$ cat src/sppm_pkg.sv
package sppm_pkg;

    // Positions of the SPI pins inside the port E pull-up enable word.
    localparam int PE_SCLK_BIT = 4;
    localparam int PE_MOSI_BIT = 5;
    localparam int PE_MISO_BIT = 6;
    localparam int PE_SS_BIT = 7;

    // Position of the home pin inside the port C pull-up enable word.
    localparam int PC_HOME_BIT = 7;

    // Index of each SPI pin inside the 4-bit per-pin control vectors.
    localparam int PIN_SCLK = 0;
    localparam int PIN_MOSI = 1;
    localparam int PIN_MISO = 2;
    localparam int PIN_SS = 3;

    // Reset values of the registered pin controls, synchroniser and slave shifter, plus the last bit count.
    localparam logic PIN_OE_RST = 1'h0;
    localparam logic PIN_OUT_RST = 1'h0;
    localparam logic PIN_PU_RST = 1'h1;
    localparam logic [2:0] SYNC_RST = 3'h7;
    localparam logic [7:0] BYTE_RST = 8'h00;
    localparam logic [2:0] BIT_CNT_RST = 3'h0;
    localparam logic [2:0] BIT_CNT_LAST = 3'h7;

    // FIFO geometry defaults.
    localparam int FIFO_WIDTH = 8;
    localparam int FIFO_DEPTH = 8;

    // Functions that the home pin may take; the decoder input is the reset default.
    typedef enum logic [1:0] {
        HOME_FN_DECODER,
        HOME_FN_TIMER,
        HOME_FN_GPIO
    } sppm_home_fn_t;

endpackage
$ cat src/sppm_pin_mux.sv
// Behaviour
// - Master drives clock pin; slave receives it.
// - Master-out line direction follows device role.
// - Master data leads capture edge by half-cycle.
// - Master-in line direction follows device role.
// - Unselected slave releases its slave-out line.
// - Slave data leads master capture by half-cycle.
// - Slave accepts transfer only while selected.
// - Each pin may be independent general-purpose I/O.
// - Reset assigns clock, data pins to SPI; code resets all pins to inputs with pull-ups, spi_func_en picks SPI.
// - Port E bits 4-7 gate SPI pull-ups.
// - Port C bit 7 gates home pull-up.
`timescale 1ns/1ps
`default_nettype none

// Receive FIFO between the slave shifter and the core.
module sppm_fifo #(
    parameter int WIDTH = 8,
    parameter int DEPTH = 8
) (
    input wire logic core_clk,
    input wire logic sys_rst,
    input wire logic in_valid,
    output logic in_ready,
    input wire logic [WIDTH-1:0] in_data,
    output logic out_valid,
    input wire logic out_ready,
    output logic [WIDTH-1:0] out_data
);
    localparam int AW = (DEPTH > 1) ? $clog2(DEPTH) : 1;

    logic [WIDTH-1:0] mem_r [DEPTH]; // Storage words.
    logic [AW-1:0] wr_ptr_r, wr_ptr_nxt; // Next slot to fill.
    logic [AW-1:0] rd_ptr_r, rd_ptr_nxt; // Next slot to drain.
    logic [AW:0] count_r, count_nxt; // Words held.
    logic push, pop;

    // Advances a pointer with wrap at the depth.
    function automatic logic [AW-1:0] ptr_inc(input logic [AW-1:0] p);
        ptr_inc = (p == AW'(DEPTH - 1)) ? '0 : p + 1'b1;
    endfunction

    assign in_ready = (count_r != (AW+1)'(DEPTH));
    assign out_valid = (count_r != '0);
    assign out_data = mem_r[rd_ptr_r];

    // Computes the pointer and count updates.
    always_comb begin
        push = in_valid && in_ready;
        pop = out_valid && out_ready;
        wr_ptr_nxt = push ? ptr_inc(wr_ptr_r) : wr_ptr_r;
        rd_ptr_nxt = pop ? ptr_inc(rd_ptr_r) : rd_ptr_r;
        count_nxt = count_r + (AW+1)'(push) - (AW+1)'(pop);
    end

    // Registers pointers, count and the written word.
    always_ff @(posedge core_clk) begin
        if (sys_rst) begin
            wr_ptr_r <= '0;
            rd_ptr_r <= '0;
            count_r <= '0;
        end else begin
            wr_ptr_r <= wr_ptr_nxt;
            rd_ptr_r <= rd_ptr_nxt;
            count_r <= count_nxt;
        end
        if (push) begin
            mem_r[wr_ptr_r] <= in_data;
        end
    end
endmodule

// Pin multiplexer for the first SPI port and the decoder home pin.
module sppm_pin_mux
    import sppm_pkg::*;
#(
    parameter int FIFO_W = FIFO_WIDTH,
    parameter int FIFO_D = FIFO_DEPTH
) (
    input wire logic core_clk,
    input wire logic sys_rst,
    input wire logic master_mode,
    input wire logic [3:0] spi_func_en,
    input wire logic [3:0] port_e_dir,
    input wire logic [3:0] port_e_out,
    input wire logic [7:0] port_e_pullup_enable,
    input wire logic [7:0] port_c_pullup_enable,
    input wire sppm_home_fn_t home_func,
    input wire logic timer_a_channel_three_out,
    input wire logic timer_a_channel_three_oe,
    input wire logic port_c_pin_seven_dir,
    input wire logic port_c_pin_seven_out,
    input wire logic master_sclk,
    input wire logic master_mosi,
    input wire logic [7:0] slave_tx_data,
    input wire logic rx_ready,
    input wire logic spi_serial_clock_pin_in,
    output logic spi_serial_clock_pin_out,
    output logic spi_serial_clock_pin_oe,
    output logic spi_serial_clock_pin_pu,
    input wire logic spi_master_out_pin_in,
    output logic spi_master_out_pin_out,
    output logic spi_master_out_pin_oe,
    output logic spi_master_out_pin_pu,
    input wire logic spi_master_in_pin_in,
    output logic spi_master_in_pin_out,
    output logic spi_master_in_pin_oe,
    output logic spi_master_in_pin_pu,
    input wire logic spi_slave_select_pin_in,
    output logic spi_slave_select_pin_out,
    output logic spi_slave_select_pin_oe,
    output logic spi_slave_select_pin_pu,
    input wire logic home_pin_in,
    output logic home_pin_out,
    output logic home_pin_oe,
    output logic home_pin_pu,
    output logic [3:0] port_e_in,
    output logic master_miso,
    output logic decoder_home_input,
    output logic timer_a_channel_three_in,
    output logic port_c_pin_seven_in,
    output logic slave_selected,
    output logic rx_valid,
    output logic [7:0] rx_data,
    output logic rx_overrun
);
    logic [4:0] sync1_r; // First synchroniser stage, read only by the second.
    logic [4:0] sync2_r; // Second synchroniser stage.
    logic sclk_prev_r; // Previous synchronised clock level for edge finding.
    logic [3:0] oe_r, oe_nxt; // SPI pin output enables.
    logic [3:0] out_r, out_nxt; // SPI pin output levels.
    logic [3:0] pu_r, pu_nxt; // SPI pin pull-up enables.
    logic home_oe_r, home_oe_nxt, home_out_r, home_out_nxt, home_pu_r, home_pu_nxt;
    logic [4:0] in_r; // Registered pin levels handed to the core.
    logic sel_r, sel_nxt; // Device is an addressed slave.
    logic [7:0] rx_sh_r, rx_sh_nxt; // Slave receive shifter.
    logic [7:0] tx_sh_r, tx_sh_nxt; // Slave transmit shifter.
    logic [2:0] cnt_r, cnt_nxt; // Bits received in the current byte.
    logic ovr_r, ovr_nxt; // Sticky overrun, set when the FIFO is full.
    logic push_valid, push_ready;
    logic [7:0] push_data;
    logic sclk_s, rise, fall;
    logic [7:0] fifo_out_data;
    logic fifo_out_valid;

    // Brings every pin level into the core clock domain through two flops.
    always_ff @(posedge core_clk) begin
        if (sys_rst) begin
            sync1_r <= 5'h1F;
            sync2_r <= 5'h1F;
            sclk_prev_r <= 1'h1;
        end else begin
            sync1_r <= {home_pin_in, spi_slave_select_pin_in, spi_master_in_pin_in,
                        spi_master_out_pin_in, spi_serial_clock_pin_in};
            sync2_r <= sync1_r;
            sclk_prev_r <= sync2_r[PIN_SCLK];
        end
    end

    assign sclk_s = sync2_r[PIN_SCLK];
    assign rise = sclk_s && !sclk_prev_r;
    assign fall = !sclk_s && sclk_prev_r;

    // Chooses direction, level and pull-up for every pin.
    always_comb begin
        // General-purpose function is the fallback for each pin on its own.
        oe_nxt = port_e_dir;
        out_nxt = port_e_out;
        if (spi_func_en[PIN_SCLK]) begin
            // Master drives the clock; a slave leaves it as an input.
            oe_nxt[PIN_SCLK] = master_mode;
            out_nxt[PIN_SCLK] = master_sclk;
        end
        if (spi_func_en[PIN_MOSI]) begin
            // Clock and data share one register stage, so the engine's half-cycle lead survives.
            oe_nxt[PIN_MOSI] = master_mode;
            out_nxt[PIN_MOSI] = master_mosi;
        end
        if (spi_func_en[PIN_MISO]) begin
            // Only an addressed slave drives; otherwise the line floats for others.
            oe_nxt[PIN_MISO] = !master_mode && sel_r;
            out_nxt[PIN_MISO] = tx_sh_r[7];
        end
        if (spi_func_en[PIN_SS]) begin
            // Slave select is only ever an input.
            oe_nxt[PIN_SS] = 1'b0;
            out_nxt[PIN_SS] = 1'b0;
        end
        pu_nxt = port_e_pullup_enable[PE_SS_BIT:PE_SCLK_BIT];
        home_pu_nxt = port_c_pullup_enable[PC_HOME_BIT];
        unique case (home_func)
            HOME_FN_TIMER: begin
                home_oe_nxt = timer_a_channel_three_oe;
                home_out_nxt = timer_a_channel_three_out;
            end
            HOME_FN_GPIO: begin
                home_oe_nxt = port_c_pin_seven_dir;
                home_out_nxt = port_c_pin_seven_out;
            end
            default: begin
                // The decoder input and any illegal code leave the pin undriven.
                home_oe_nxt = 1'b0;
                home_out_nxt = 1'b0;
            end
        endcase
    end

    // Registers pin controls; reset keeps every pin an input with pull-up.
    always_ff @(posedge core_clk) begin
        if (sys_rst) begin
            oe_r <= {4{PIN_OE_RST}};
            out_r <= {4{PIN_OUT_RST}};
            pu_r <= {4{PIN_PU_RST}};
            home_oe_r <= PIN_OE_RST;
            home_out_r <= PIN_OUT_RST;
            home_pu_r <= PIN_PU_RST;
            in_r <= 5'h1F;
        end else begin
            oe_r <= oe_nxt;
            out_r <= out_nxt;
            pu_r <= pu_nxt;
            home_oe_r <= home_oe_nxt;
            home_out_r <= home_out_nxt;
            home_pu_r <= home_pu_nxt;
            in_r <= sync2_r;
        end
    end

    // Slave shifter: samples on rising clock, launches on falling clock.
    always_comb begin
        sel_nxt = !master_mode && spi_func_en[PIN_SS] && !sync2_r[PIN_SS];
        rx_sh_nxt = rx_sh_r;
        tx_sh_nxt = tx_sh_r;
        cnt_nxt = cnt_r;
        ovr_nxt = ovr_r;
        push_valid = 1'b0;
        push_data = {rx_sh_r[6:0], sync2_r[PIN_MOSI]};
        if (!sel_r) begin
            // Idle: preload the reply so its first bit is out before the first edge.
            cnt_nxt = BIT_CNT_RST;
            tx_sh_nxt = slave_tx_data;
        end else if (rise) begin
            // Bits are accepted only while the select input is held low.
            rx_sh_nxt = push_data;
            cnt_nxt = cnt_r + 3'h1;
            if (cnt_r == BIT_CNT_LAST) begin
                push_valid = 1'b1;
                // A full FIFO drops the byte and marks it lost.
                if (!push_ready) begin
                    ovr_nxt = 1'b1;
                end
            end
        end else if (fall) begin
            // Next reply bit appears half a clock ahead of the master's sample.
            tx_sh_nxt = (cnt_r == BIT_CNT_RST) ? slave_tx_data : {tx_sh_r[6:0], 1'b0};
        end
    end

    // Registers the slave shifter state.
    always_ff @(posedge core_clk) begin
        if (sys_rst) begin
            sel_r <= 1'b0;
            rx_sh_r <= BYTE_RST;
            tx_sh_r <= BYTE_RST;
            cnt_r <= BIT_CNT_RST;
            ovr_r <= 1'b0;
        end else begin
            sel_r <= sel_nxt;
            rx_sh_r <= rx_sh_nxt;
            tx_sh_r <= tx_sh_nxt;
            cnt_r <= cnt_nxt;
            ovr_r <= ovr_nxt;
        end
    end

    sppm_fifo #(
        .WIDTH(FIFO_W),
        .DEPTH(FIFO_D)
    ) u_rx_fifo (
        .core_clk(core_clk),
        .sys_rst(sys_rst),
        .in_valid(push_valid),
        .in_ready(push_ready),
        .in_data(push_data),
        .out_valid(fifo_out_valid),
        .out_ready(rx_ready),
        .out_data(fifo_out_data)
    );

    assign rx_valid = fifo_out_valid;
    assign rx_data = fifo_out_data;
    assign rx_overrun = ovr_r;
    assign slave_selected = sel_r;
    assign spi_serial_clock_pin_out = out_r[PIN_SCLK];
    assign spi_serial_clock_pin_oe = oe_r[PIN_SCLK];
    assign spi_serial_clock_pin_pu = pu_r[PIN_SCLK];
    assign spi_master_out_pin_out = out_r[PIN_MOSI];
    assign spi_master_out_pin_oe = oe_r[PIN_MOSI];
    assign spi_master_out_pin_pu = pu_r[PIN_MOSI];
    assign spi_master_in_pin_out = out_r[PIN_MISO];
    assign spi_master_in_pin_oe = oe_r[PIN_MISO];
    assign spi_master_in_pin_pu = pu_r[PIN_MISO];
    assign spi_slave_select_pin_out = out_r[PIN_SS];
    assign spi_slave_select_pin_oe = oe_r[PIN_SS];
    assign spi_slave_select_pin_pu = pu_r[PIN_SS];
    assign home_pin_out = home_out_r;
    assign home_pin_oe = home_oe_r;
    assign home_pin_pu = home_pu_r;
    assign port_e_in = in_r[3:0];
    assign master_miso = in_r[PIN_MISO];
    assign decoder_home_input = in_r[4];
    assign timer_a_channel_three_in = in_r[4];
    assign port_c_pin_seven_in = in_r[4];
endmodule

`default_nettype wire

$ cat config.mk
export PLATFORM = sky130hd
export DESIGN_NAME = sppm_pin_mux
export DESIGN_NICKNAME = d
export VERILOG_FILES = /design/src/sppm_pkg.sv /design/src/sppm_pin_mux.sv
export SDC_FILE = /design/constraint.sdc
export NUM_CORES = 1
export LEC_CHECK = 0
export BUFFER_PORTS_ARGS = -buffer_cell sky130_fd_sc_hd__buf_2
export CAP_MARGIN = 20
export CELL_PAD_IN_SITES_DETAIL_PLACEMENT = 0
export CELL_PAD_IN_SITES_GLOBAL_PLACEMENT = 1
export CORE_MARGIN = 2
export CORE_UTILIZATION = 45
export CTS_CLUSTER_SIZE = 25
export DETAILED_ROUTE_END_ITERATION = 8
export PLACE_DENSITY = 0.79
export SETUP_SLACK_MARGIN = 0.05
export SYNTH_ARGS = -nofsm -noshare
export SYNTH_HDL_FRONTEND = slang
export SYNTH_SLANG_ARGS = --single-unit
$ cat constraint.sdc
create_clock -name core_clk -period 3.45 [get_ports core_clk]
set_clock_uncertainty 0.15 [all_clocks]
set_input_delay 0.1725 -clock core_clk [delete_from_list [all_inputs] [get_ports core_clk]]
set_output_delay 0.1725 -clock core_clk [all_outputs]
set_load 0.01 [all_outputs]
# Yosys cells after proc, flatten, opt, wreduce, memory -nomap -nowiden
# Memories as Yosys holds them, arrays and structs flattened. A register that Yosys moved wholly into a read port is not among the register bits.
# Index checks and enable logic that the tools add are counted.
[totals]
regBits = 61
mem_bits_rw = 64
inputBits = 53
output_inout_bits = 34
wordCells = 75
n_memories = 1
[mem_list]
columns = ["memory", "depth", "word_bits", "read_ports", "rd_clocked_by_memory_dff", "write_ports", "line_no", "source"]
rows = [
  ["u_rx_fifo.mem_r", 8, 8, 1, 1, 1, "sppm_pin_mux.sv:32", "logic [WIDTH-1:0] mem_r [DEPTH];"],
]
[classes]
addsub = 5
n_eq_ne = 8
muxes = 21
n_bitwise = 2
reduce_logical = 18
[op_table]
columns = ["op", "n"]
rows = [
  ["$mux 8", 4],
  ["$mux 3", 4],
  ["$mux 1", 11],
  ["$add 3x1->3 const B", 3],
  ["$eq 3x3->1 const B", 3],
  ["$logic_and 1x1->1", 7],
  ["$add 4x1->4", 1],
  ["$logic_not 1->1", 4],
  ["$ne 4x4->1 const B", 1],
  ["$pmux 1 s2", 2],
  ["$reduce_and 2->1", 2],
  ["$reduce_and 4->1", 1],
  ["$reduce_bool 4->1", 1],
  ["$reduce_or 2->1", 2],
  ["$sub 4x1->4", 1],
  ["$logic_not 3->1", 1],
  ["$eq 2x1->1 const B", 1],
  ["$eq 2x2->1 const B", 1],
  ["$ne 2x1->1 const B", 1],
  ["$ne 2x2->1 const B", 1],
  ["$not 1->1", 2],
]

# Depth between registers and ports, before layout
# Gate-level depths: netlist of the first run.
[depth]
depth_word = 7
depth_mapped = 13

# Modules after synthesis
# A second synthesis of the first run with hierarchy kept.
[unflattened]
hier_cells = 346
area_unflattened_um2 = 5029.8
[by_module_without_submodules]
columns = ["module", "n_inst", "cells_per_inst", "area_each_um2", "seq_area_each_um2"]
rows = [
  ["sppm_fifo", 1, 169, 3188.1, 2182.1],
  ["sppm_pin_mux", 1, 177, 1841.8, 1001.0],
]

# Least setup slack after synthesis of the first run
# OpenSTA, ideal clock, no wires.
[synth_timing]
kind = "register to register"
startpoint = "register u_rx_fifo.count_r[2]"
endpoint = "register u_rx_fifo.count_r[2]"
setup_time_ns = 0.128
arrival_ns = 2.345
t_required_ns = 3.172
slack_ns = 0.827
path_stages_with_launch = 14
path_buffers = 2
synth_period_minus_slack_ns = 2.623
cell_sequence = "dfxtp_1 inv_1 ha_1 or3b_1 clkbuf_1 and2_0 clkbuf_2 ha_1 inv_1 ha_1 inv_1 fa_1 xor2_1 nor2_1"
[synth_between]
word_cells_on_any_way = 6
classes_between = "2 x add/sub; 1 x eq/ne; 3 x reduce/logical"
[synth_rtl]
columns = ["element", "line_no", "source"]
rows = [
  ["start, declared", "sppm_pin_mux.sv:35", "logic [AW:0] count_r, count_nxt;"],
  ["start signal, assigned", "sppm_pin_mux.sv:65", "count_r <= count_nxt;"],
  ["$reduce_bool 4->1", "sppm_pin_mux.sv:44", "assign out_valid = (count_r != '0);"],
  ["net rx_valid", "sppm_pin_mux.sv:123", "output logic rx_valid,"],
  ["$logic_and 1x1->1", "sppm_pin_mux.sv:50", "pop = out_valid && out_ready;"],
  ["net u_rx_fifo.pop", "sppm_pin_mux.sv:36", "logic push, pop;"],
  ["$sub 4x1->4", "sppm_pin_mux.sv:53", "count_nxt = count_r + (AW+1)'(push) - (AW+1)'(pop);"],
]
# The timed path passes the listed nets, and every way through them passes these cells.
# A chain may end at the register's enable or synchronous reset.

# Worst setup path in the final report of the first run
[layout_timing]
startpoint = "register u_rx_fifo.count_r[2]"
endpoint = "register u_rx_fifo.count_r[2]"
[layout_between]
elab_chain_cells = 4
word_cells_on_any_way = 6
classes_between = "2 x add/sub; 1 x eq/ne; 3 x reduce/logical"
[layout_rtl]
columns = ["element", "line_no", "source"]
rows = [
  ["$ne 4x4->1", "sppm_pin_mux.sv:43", "assign in_ready = (count_r != (AW+1)'(DEPTH));"],
  ["$logic_and 1x1->1", "sppm_pin_mux.sv:49", "push = in_valid && in_ready;"],
  ["$add 4x1->4", "sppm_pin_mux.sv:53", ""],
  ["$sub 4x1->4 *", "sppm_pin_mux.sv:53", ""],
]
# Every way passes the cells marked *; elsewhere a longest branch is shown, timed or not.

==> results of run 1 <==
[kinds of logic after synthesis]
| kind of cell | count (synthesis) | share of synthesized area [%] |
|---|---|---|
| DFF | 127 | 63.0 |
| and+or+nand+nor | 100 | 11.3 |
| muxes | 38 | 12.9 |
| buffers and inverters | 37 | 3.66 |
| AOI/OAI and AO/OA | 35 | 4.78 |
| adders and majority gates | 16 | 4.11 |
| xor gates and xnor gates | 2 | 0.347 |
[cell type report]
cell class,instances,share of cell area [%]
tap,140,2.67
sequential,127,48.6
timing repair buffer,124,12.9
inverter,13,0.745
multi-input combinational,191,25.7
clock inverter,14,2.94
clock buffer,18,6.38
[through the flow]
step	util [%]	worst slack, ns
3_3_place_gp	50.7	0.796
6_report	60.2	0.755
2_1_floorplan	-	0.827
3_5_place_dp	50.7	0.751
5_1_grt	60.2	0.553
4_1_cts	60.2	0.750
[routing by layer]
metal / routed length, um / up-vias
li1: - / 1556
met1: 4100 / 1552
met2: 5150 / 99
met5: 0 / -
met3: 556 / 4
met4: 53 / 0
[power by group through the flow]
stage,clock (mW),combinational (mW),sequential [mW]
floorplan,0,0.375,1.69
global placement,0,0.466,1.71
detailed placement,0,0.478,1.72
CTS,1.84,0.518,1.68
global route,1.92,0.579,1.69
finish,1.82,0.512,1.68
[registers in the layout, indices dropped and copies added, names as in the netlist, 3 cells and up, named ones only]
signal / count
u_rx_fifo.count_r: 4
sync2_r: 5
out_r: 4
u_rx_fifo.rd_ptr_r: 3
in_r: 5
u_rx_fifo.wr_ptr_r: 3
rx_sh_r: 7
pu_r: 4
oe_r: 4
u_rx_fifo.mem_r: 64
sync1_r: 5
cnt_r: 3
tx_sh_r: 8
[worst max-delay path: cells and delay by family (launching register included)]
family	cells	cell delay [ns]
XOR/XNOR	1	0.15
buffers and inverters	3	0.21
adder cells (fa/ha/maj)	4	1.01
flip-flops	1	0.29
AND/OR/NAND/NOR	3	0.75
[worst max path at each step]
stage,cells past startpoint,end
after floorplan,13,u_rx_fifo.count_r[2]
after global placement,11,u_rx_fifo.count_r[2]
after detailed placement,11,u_rx_fifo.count_r[2]
after CTS,11,u_rx_fifo.count_r[2]
after global routing,11,u_rx_fifo.count_r[2]
final,11,u_rx_fifo.count_r[2]
[cell usage after synthesis]
library cell / n
buf_1: 3
clkbuf_1: 9
nor4_1: 1
mux4_1: 16
mux2i_1: 14
o311a_1: 7
a31o_2: 1
fa_1: 1
a21oi_1: 7
xor2_1: 1
nor3b_1: 5
a21boi_0: 7
or3b_2: 1
buf_2: 4
edfxtp_1: 64
or4_1: 1
nor2_1: 22
buf_6: 1
and2_0: 1
a22oi_1: 2
ha_1: 15
and2_1: 1
or2_2: 20
nand2b_1: 7
clkbuf_2: 2
nand4b_1: 1
nand4_1: 1
dfxtp_1: 63
and3_1: 7
or3b_1: 1
nand3b_1: 9
buf_4: 4
and4b_1: 1
buf_12: 1
nand2_1: 6
inv_1: 13
a32o_1: 1
mux2_2: 8
nor3_1: 7
nor2b_1: 2
o21ai_0: 10
nand3_1: 6
xnor2_1: 1
==> impl_summary.txt, run 1 <==
----------------------------------------------------
[Status]
  Status ... finished, final reports clean

[Yosys]
  Gate Count Post-Synth ... approximately 360
  Cell type with the largest total area after synthesis ... edfxtp_1
  Cell area after synthesis ... between 5000 and 6000 sq um
  Synth warn ... 0
  Total of flip-flops plus latches after synthesis ... 127
  Leading cell types by total area after synthesis ... edfxtp_1 (38%), dfxtp_1 (25%), mux4_1 (8.3%)
  Number of different library cells in the post-synthesis netlist ... 43
  Seq/Total Area, Yosys ... between 60% and 70%
  Area share of the largest cell type after synthesis ... between 30% and 40%
  Mean Syn Cell Area ... about 14 sq um
  Net count after synthesis ... between 400 and 500

[Placement]
  Weighted congestion at the end of routability-driven global placement ... ~0.77
  Placed cell areas ... about 5500 sq um
  Placed cell count ... roughly 550
  HPWL reported at the end of detailed placement ... 5870 um
  Port-buffer cells ... 75

[Min path]
  Worst Hold Path Cells ... 2
  Startpoint of the worst hold path ... sys_rst
  Worst hold path type ... in -> reg
  Hold endpoint ... u_rx_fifo.count_r[1]

[Worst setup path]
  Setup slack on the worst flop-to-flop path ... around 0.76 ns
  Critical path type ... reg -> reg
  Crit path launch type ... register
  Worst setup startpoint ... u_rx_fifo.count_r[2]
  Critical path endpoint category ... register
  Worst reg-to-reg path cell count ... 11
  Reg-to-reg critical path startpoint ... u_rx_fifo.count_r[2]
  Slowest cell on crit path ... or3b_1
  Arrival time at the worst endpoint ... between 2 and 3 ns
  Largest fanout on the critical path ... 7
  Required time reported for the critical path endpoint ... ~3.7 ns
  Worst-path cell chain ... inv_1 -> ha_1 -> or3b_1 -> and2_0 -> ha_1 -> inv_1 -> ha_1 -> inv_1 -> fa_1 -> xor2_1 -> nor2_1
  Largest incremental delay on the critical path ... approximately 0.42 ns
  End of the worst register-to-register path ... u_rx_fifo.count_r[2]

[GRT]
  Layer carrying the most global-route usage ... met2
  GRT met3 Usage ... 5.17%
  First-pass GRT wire length ... roughly 16000 um
  Number of global-route vias before repair ... between 3000 and 4000
  Total global routing overflow ... 0
  Largest net degree at the start of global routing ... 51
  GRT met1 Usage ... about 20%
  Initial antenna violation count ... 0
  Grt met2 use ... a little under a third
  Global-route total usage across every layer ... about 18%

[Cells and area]
  Number of fill cells ... ~860
  Proportion of layout cells with a drive suffix above 1 ... around 29%
  Commonest cells after routing, fill and taps aside ... buf_2 (75), edfxtp_1 (64), dfxtp_1 (63)
  Antenna fix cells ... 0
  Most common cell after layout, fill and taps aside ... buf_2
  Nets ... about 540
  Cell area after layout ... between 6000 and 7000 sq um
  Fin cells ... 627
  Area of combinational cells with multiple inputs ... roughly 1700 sq um
  Register area ... approximately 3200 sq um
  Area growth syn-to-layout ... 29.6%

[STA]
  Ratio of final minimum period to clock period ... 78.1%
  Accumulated negative setup slack ... 0 ns
  Setup repair after global routing missed its margin ... false
  Worst-case headroom to the max-slew limit ... about two fifths
  Max-slew violation count ... 0
  Final hold viol count ... 0
  Final setup violating endpoints ... 0
  Tmin final ... between 2 and 3 ns
  Transition time at the pin with the least slew margin ... slightly below 0.9 ns
  Final Hold Slack ... roughly 0.12 ns
  Timing-limited maximum frequency ... around 370 MHz

[Die]
  # IOs ... just under 90
  Area of the die ... between 10000 and 15000 sq um
  Area of the core ... between 10000 and 15000 sq um
  Number of rows created at floorplan ... 38
  Starting density of the core ... 46.4%
  Chip width ... ~110 um
  Height of the chip ... 110 um

[Clock network]
  Post-CTS setup buffer count ... 0
  Cts bufs inserted ... 17
  Clock tree from TritonCTS ... done
  Clock root cell ... clkbuf_8
  Max Root-Sink Buffers ... 2
  CTS HTree Levels ... 4
  Clk sinks ... ~130
  Reg clk slew, reported paths ... ~0.060 ns
  Total of hold buffers inserted after clock tree synthesis ... between 40 and 50
  Clock latency reported for the late side of the worst-skew pair ... 0.50 ns
  PostCTS Resize Cnt ... 0

[Power]
  Switching share of power ... roughly 23%
  Part of the power in registers ... 42.0%
  Sw Pwr ... around 0.93 mW
  Power per standard cell area ... about 600 nW/um^2
  Static Leakage ... about 2.7 nW
  Clk pwr share ... roughly 45%
  Cell-internal power ... about 3.1 mW
  Total power consumption of the routed design ... roughly 4.0 mW
  Portion of total power attributed to combinational logic ... 12.8%
  Highest ir drop seen on vdd ... between 0.3 and 0.4 mV

[Job]
  Number of max-cap violations ... 0

[Routing]
  Average detailed-routed wire length per instance ... 15.7 um
  DRC marker count from the first detailed-route iteration ... 183
  DRC violation count after routing ... 0
  Detailed-route via count ... around 3200
  Vias per cell ... between 5 and 6
  Total wire length after detailed routing ... a little under 10000 um
  First-pass detailed-route iteration total ... 5
  ANT nets after route ... 0

----------------------------------------------------
No activity file was read; power rests on OpenSTA's default activity.
==> run 2: changes to the inputs <==
ABC_AREA = 1   (was unset)
CORE_UTILIZATION = 43   (was 45)
PLACE_DENSITY = 0.8   (was 0.79)
clock period = 2.6 ns   (was 3.45 ns; I/O delays follow)
==> run 2 against run 1 <==
Clock power grew 20%; cell count up 27%; die area rose by 5.2%; core utilization is 2.7 points lower; hold slack got worse by 0.096 ns; maximum frequency increased by 16%; flip-flop and latch count is the same; total power grew 38%; synthesized cell count rose by 45%; non-clock buffer count rose by 7; critical path type unchanged; critical endpoint unchanged; largest cell class unchanged; largest power group is now registers; highest routed layer unchanged.
==> impl_summary.txt, run 2 <==
----------------------------------------------------
[Yosys]
  Post-synth EDFFs ... 64
  Post-synthesis simple-gate area fraction ... between 10% and 20%
  Synth Area in XOR/XNOR ... less than 1%
  Leading cell types by total area after synthesis ... edfxtp_1 (38%), dfxtp_1 (25%), nor2_1 (9.1%)
  Cell type with the largest total area after synthesis ... edfxtp_1
  Synth warn ... 0
  Number of different library cells in the post-synthesis netlist ... 30
  Multiplexer share of the synthesized area ... 0%
  Mean Syn Cell Area ... ~10 sq um
  Main flop type after synthesis ... edfxtp_1
  Cell area after synthesis ... 5090 sq um
  Total of flip-flops plus latches after synthesis ... 127
  Synth Area in Compound Gates ... between 8 and 9%
  Combinational family with the most area after synthesis ... simple AND/OR/NAND/NOR gates
  Gate Count Post-Synth ... 514
  Share of synthesized cell area in full adder, half adder and majority cells ... 4.08%
  Seq/Total Area, Yosys ... a little over three fifths
  Dominant cell by count in the synthesized netlist ... nor2_1
  Net count after synthesis ... roughly 580
  Top cells by instance count after synthesis ... nor2_1 (123), nand2_1 (67), edfxtp_1 (64)
  Ys async rst share ... 0%
  Area share of the largest cell type after synthesis ... 37.8%

[GRT]
  Number of global-route vias before repair ... 3804
  Largest net degree at the start of global routing ... 33
  Total global routing overflow ... 0
  Global-route total usage across every layer ... between 10% and 20%
  First-pass GRT wire length ... roughly 18000 um
  Initial antenna violation count ... 0

[Die]
  # IOs ... 87
  Number of rows created at floorplan ... 39
  Height of the chip ... roughly 110 um
  Area of the core ... between 10000 and 15000 sq um
  Area of the die ... 12700 sq um
  Starting density of the core ... between 40% and 50%
  Chip width ... 113 um

[Clock network]
  Clock tree from TritonCTS ... done
  Reg clk slew, reported paths ... about 0.06 ns
  Cts bufs inserted ... 17
  CTS HTree Levels ... 4
  Clk sinks ... about 130
  Clock latency reported for the late side of the worst-skew pair ... about 0.40 ns
  Post-CTS setup buffer count ... 0
  Clock root cell ... clkbuf_16
  Max Root-Sink Buffers ... 2

[Worst setup path]
  Largest fanout on the critical path ... 4
  Most frequent CP cell ... inv_1
  Worst-path cell chain ... inv_1 -> ha_1 -> nand3_1 -> nand2_1 -> inv_1 -> ha_1 -> inv_1 -> ha_1 -> inv_1 -> fa_1 -> xor2_1 -> nor2_1
  Crit path launch type ... register
  Critical path type ... reg -> reg
  Slowest cell on crit path ... fa_1
  Arrival time at the worst endpoint ... ~2.5 ns
  Required time reported for the critical path endpoint ... 2.75 ns
  Critical path endpoint category ... register
  Largest incremental delay on the critical path ... about 0.37 ns

[Cells and area]
  Largest registers ... u_rx_fifo.mem_r: 64 flops, tx_sh_r: 8 flops, rx_sh_r: 7 flops
  Largest register FFs ... between 60 and 70
  Most common cell after layout, fill and taps aside ... nor2_1
  Fin cells ... between 700 and 800
  Area growth syn-to-layout ... 29.5%
  Register ranked first by flip-flop count ... u_rx_fifo.mem_r
  Antenna fix cells ... 0
  Nets ... about 700
  Commonest cells after routing, fill and taps aside ... nor2_1 (123), buf_2 (75), nand2_1 (67)
  Proportion of layout cells with a drive suffix above 1 ... approximately a quarter

[Placement]
  Weighted congestion at the end of routability-driven global placement ... ~0.75
  Port-buffer cells ... 75
  HPWL reported at the end of detailed placement ... about 6600 um
  Placed cell count ... 719

[STA]
  Timing-limited maximum frequency ... between 400 and 500 MHz
  Worst-case headroom to the max-slew limit ... approximately three fifths
  Accumulated negative setup slack ... 0 ns
  Max-slew violation count ... 0
  Tmin final ... approximately 2.3 ns
  Final hold viol count ... 0
  Transition time at the pin with the least slew margin ... slightly below 0.6 ns
  Ratio of final minimum period to clock period ... a little under 90%
  Setup repair after global routing missed its margin ... false
  Final setup violating endpoints ... 0

[Power]
  Portion of total power attributed to combinational logic ... 19.8%
  Static Leakage ... roughly 2.7 nW
  Highest ir drop seen on vdd ... roughly 0.47 mV
  Sw Pwr ... 1.64 mW
  Cell-internal power ... between 3 and 4 mW
  Total power consumption of the routed design ... around 5.5 mW
  Switching share of power ... ~30%
  Part of the power in registers ... between 40% and 50%
  Power per standard cell area ... around 840 nW/um^2
  Clk pwr share ... about two fifths

[Routing]
  Vias per cell ... 4.75
  Total wire length after detailed routing ... between 10000 and 15000 um
  ANT nets after route ... 0
  DRC violation count after routing ... 0
  First-pass detailed-route iteration total ... 5
  DRC marker count from the first detailed-route iteration ... 182
  Detailed-route via count ... between 3000 and 4000
  Average detailed-routed wire length per instance ... between 10 and 15 um

[Status]
  Status ... finished, final reports clean

[Min path]
  Worst hold path type ... in -> reg

[Job]
  Number of max-cap violations ... 0

----------------------------------------------------
==> run 2: per-stage QoR <==
stage | setup WS (ns) | hold slack, ns | instance area, sq um | util (%)
finish | 0.274 | 0.0193 | 6590 | 57.5
CTS | 0.239 | 0.00176 | 6580 | 57.4
floorplan | 0.416 | 0.0555 | 5090 | -
global route | 0.0995 | 0.0589 | 6590 | 57.5
global placement | 0.359 | 0.163 | 5580 | 48.6
detailed placement | 0.298 | 0.164 | 5580 | 48.6
==> run 2: logic make-up (layout without fill, tap and decap cells) <==
kind of cell	count (synthesis)	in the layout
AOI/OAI and AO/OA	79	79
xor gates and xnor gates	1	1
adders and majority gates	16	16
buffers and inverters	63	203
DFF	127	127
and+or+nand+nor	228	228
==> run 2: layout make-up <==
type	instances	area, sq um
Multi-Input combinational cell	324	1610
Timing Repair inverter	1	7.51
Timing Repair Buffer	131	908
Clock inverter	14	103
Fill cell	956	4880
Inverter	39	150
Sequential cell	127	3180
Clock buffer	18	450
Tap cell	143	179
==> run 2: worst paths after layout <==
kind	startpoint	end	slack [ns]	depth (start not counted)
worst max-delay path	u_rx_fifo.count_r[2]	u_rx_fifo.count_r[2]	0.27	12
worst min-delay path	rx_ready	u_rx_fifo.rd_ptr_r[0]	0.02	4
worst max register to register	u_rx_fifo.count_r[2]	u_rx_fifo.count_r[2]	0.27	12
worst min register to register	sync2_r[2]	in_r[2]	0.26	1
==> run 2: critical path, delay by kind of cell, from the launching register on <==
kind	cells	cell delay [ns]
xor+xnor	1	0.17
fa+ha+maj	4	0.98
buf+inv	4	0.31
flops	1	0.30
simple gates	3	0.31
==> run 2: power groups by stage <==
stage	registers, mW	clock network (mW)	logic [mW]
3_3_place_gp	2.29	0	1.01
4_1_cts	2.26	2.22	1.09
5_1_grt	2.28	2.32	1.28
6_report	2.26	2.18	1.10
2_1_floorplan	2.26	0	0.773
3_5_place_dp	2.30	0	1.04
==> run 2: timing repair <==
| action | in CTS | in global routing |
|---|---|---|
| hold buffers | 45 | 0 |
| endpoints found under the hold margin | 33 | 0 |
| setup endpoints to repair | 0 | 3 |
| gates resized for setup | 0 | 2 |
==> run 2: per-layer routing <==
metal / wire length (um) / GRT usage (%) / vias up / part of all wire, %
met5: 0 / 0 / - / 0
met4: 87 / 5.77 / 0 / 0.80
met3: 664 / 6.00 / 8 / 6.1
met2: 5310 / 31.3 / 109 / 49
met1: 4840 / 22.5 / 1740 / 44
li1: - / - / 1929 / -
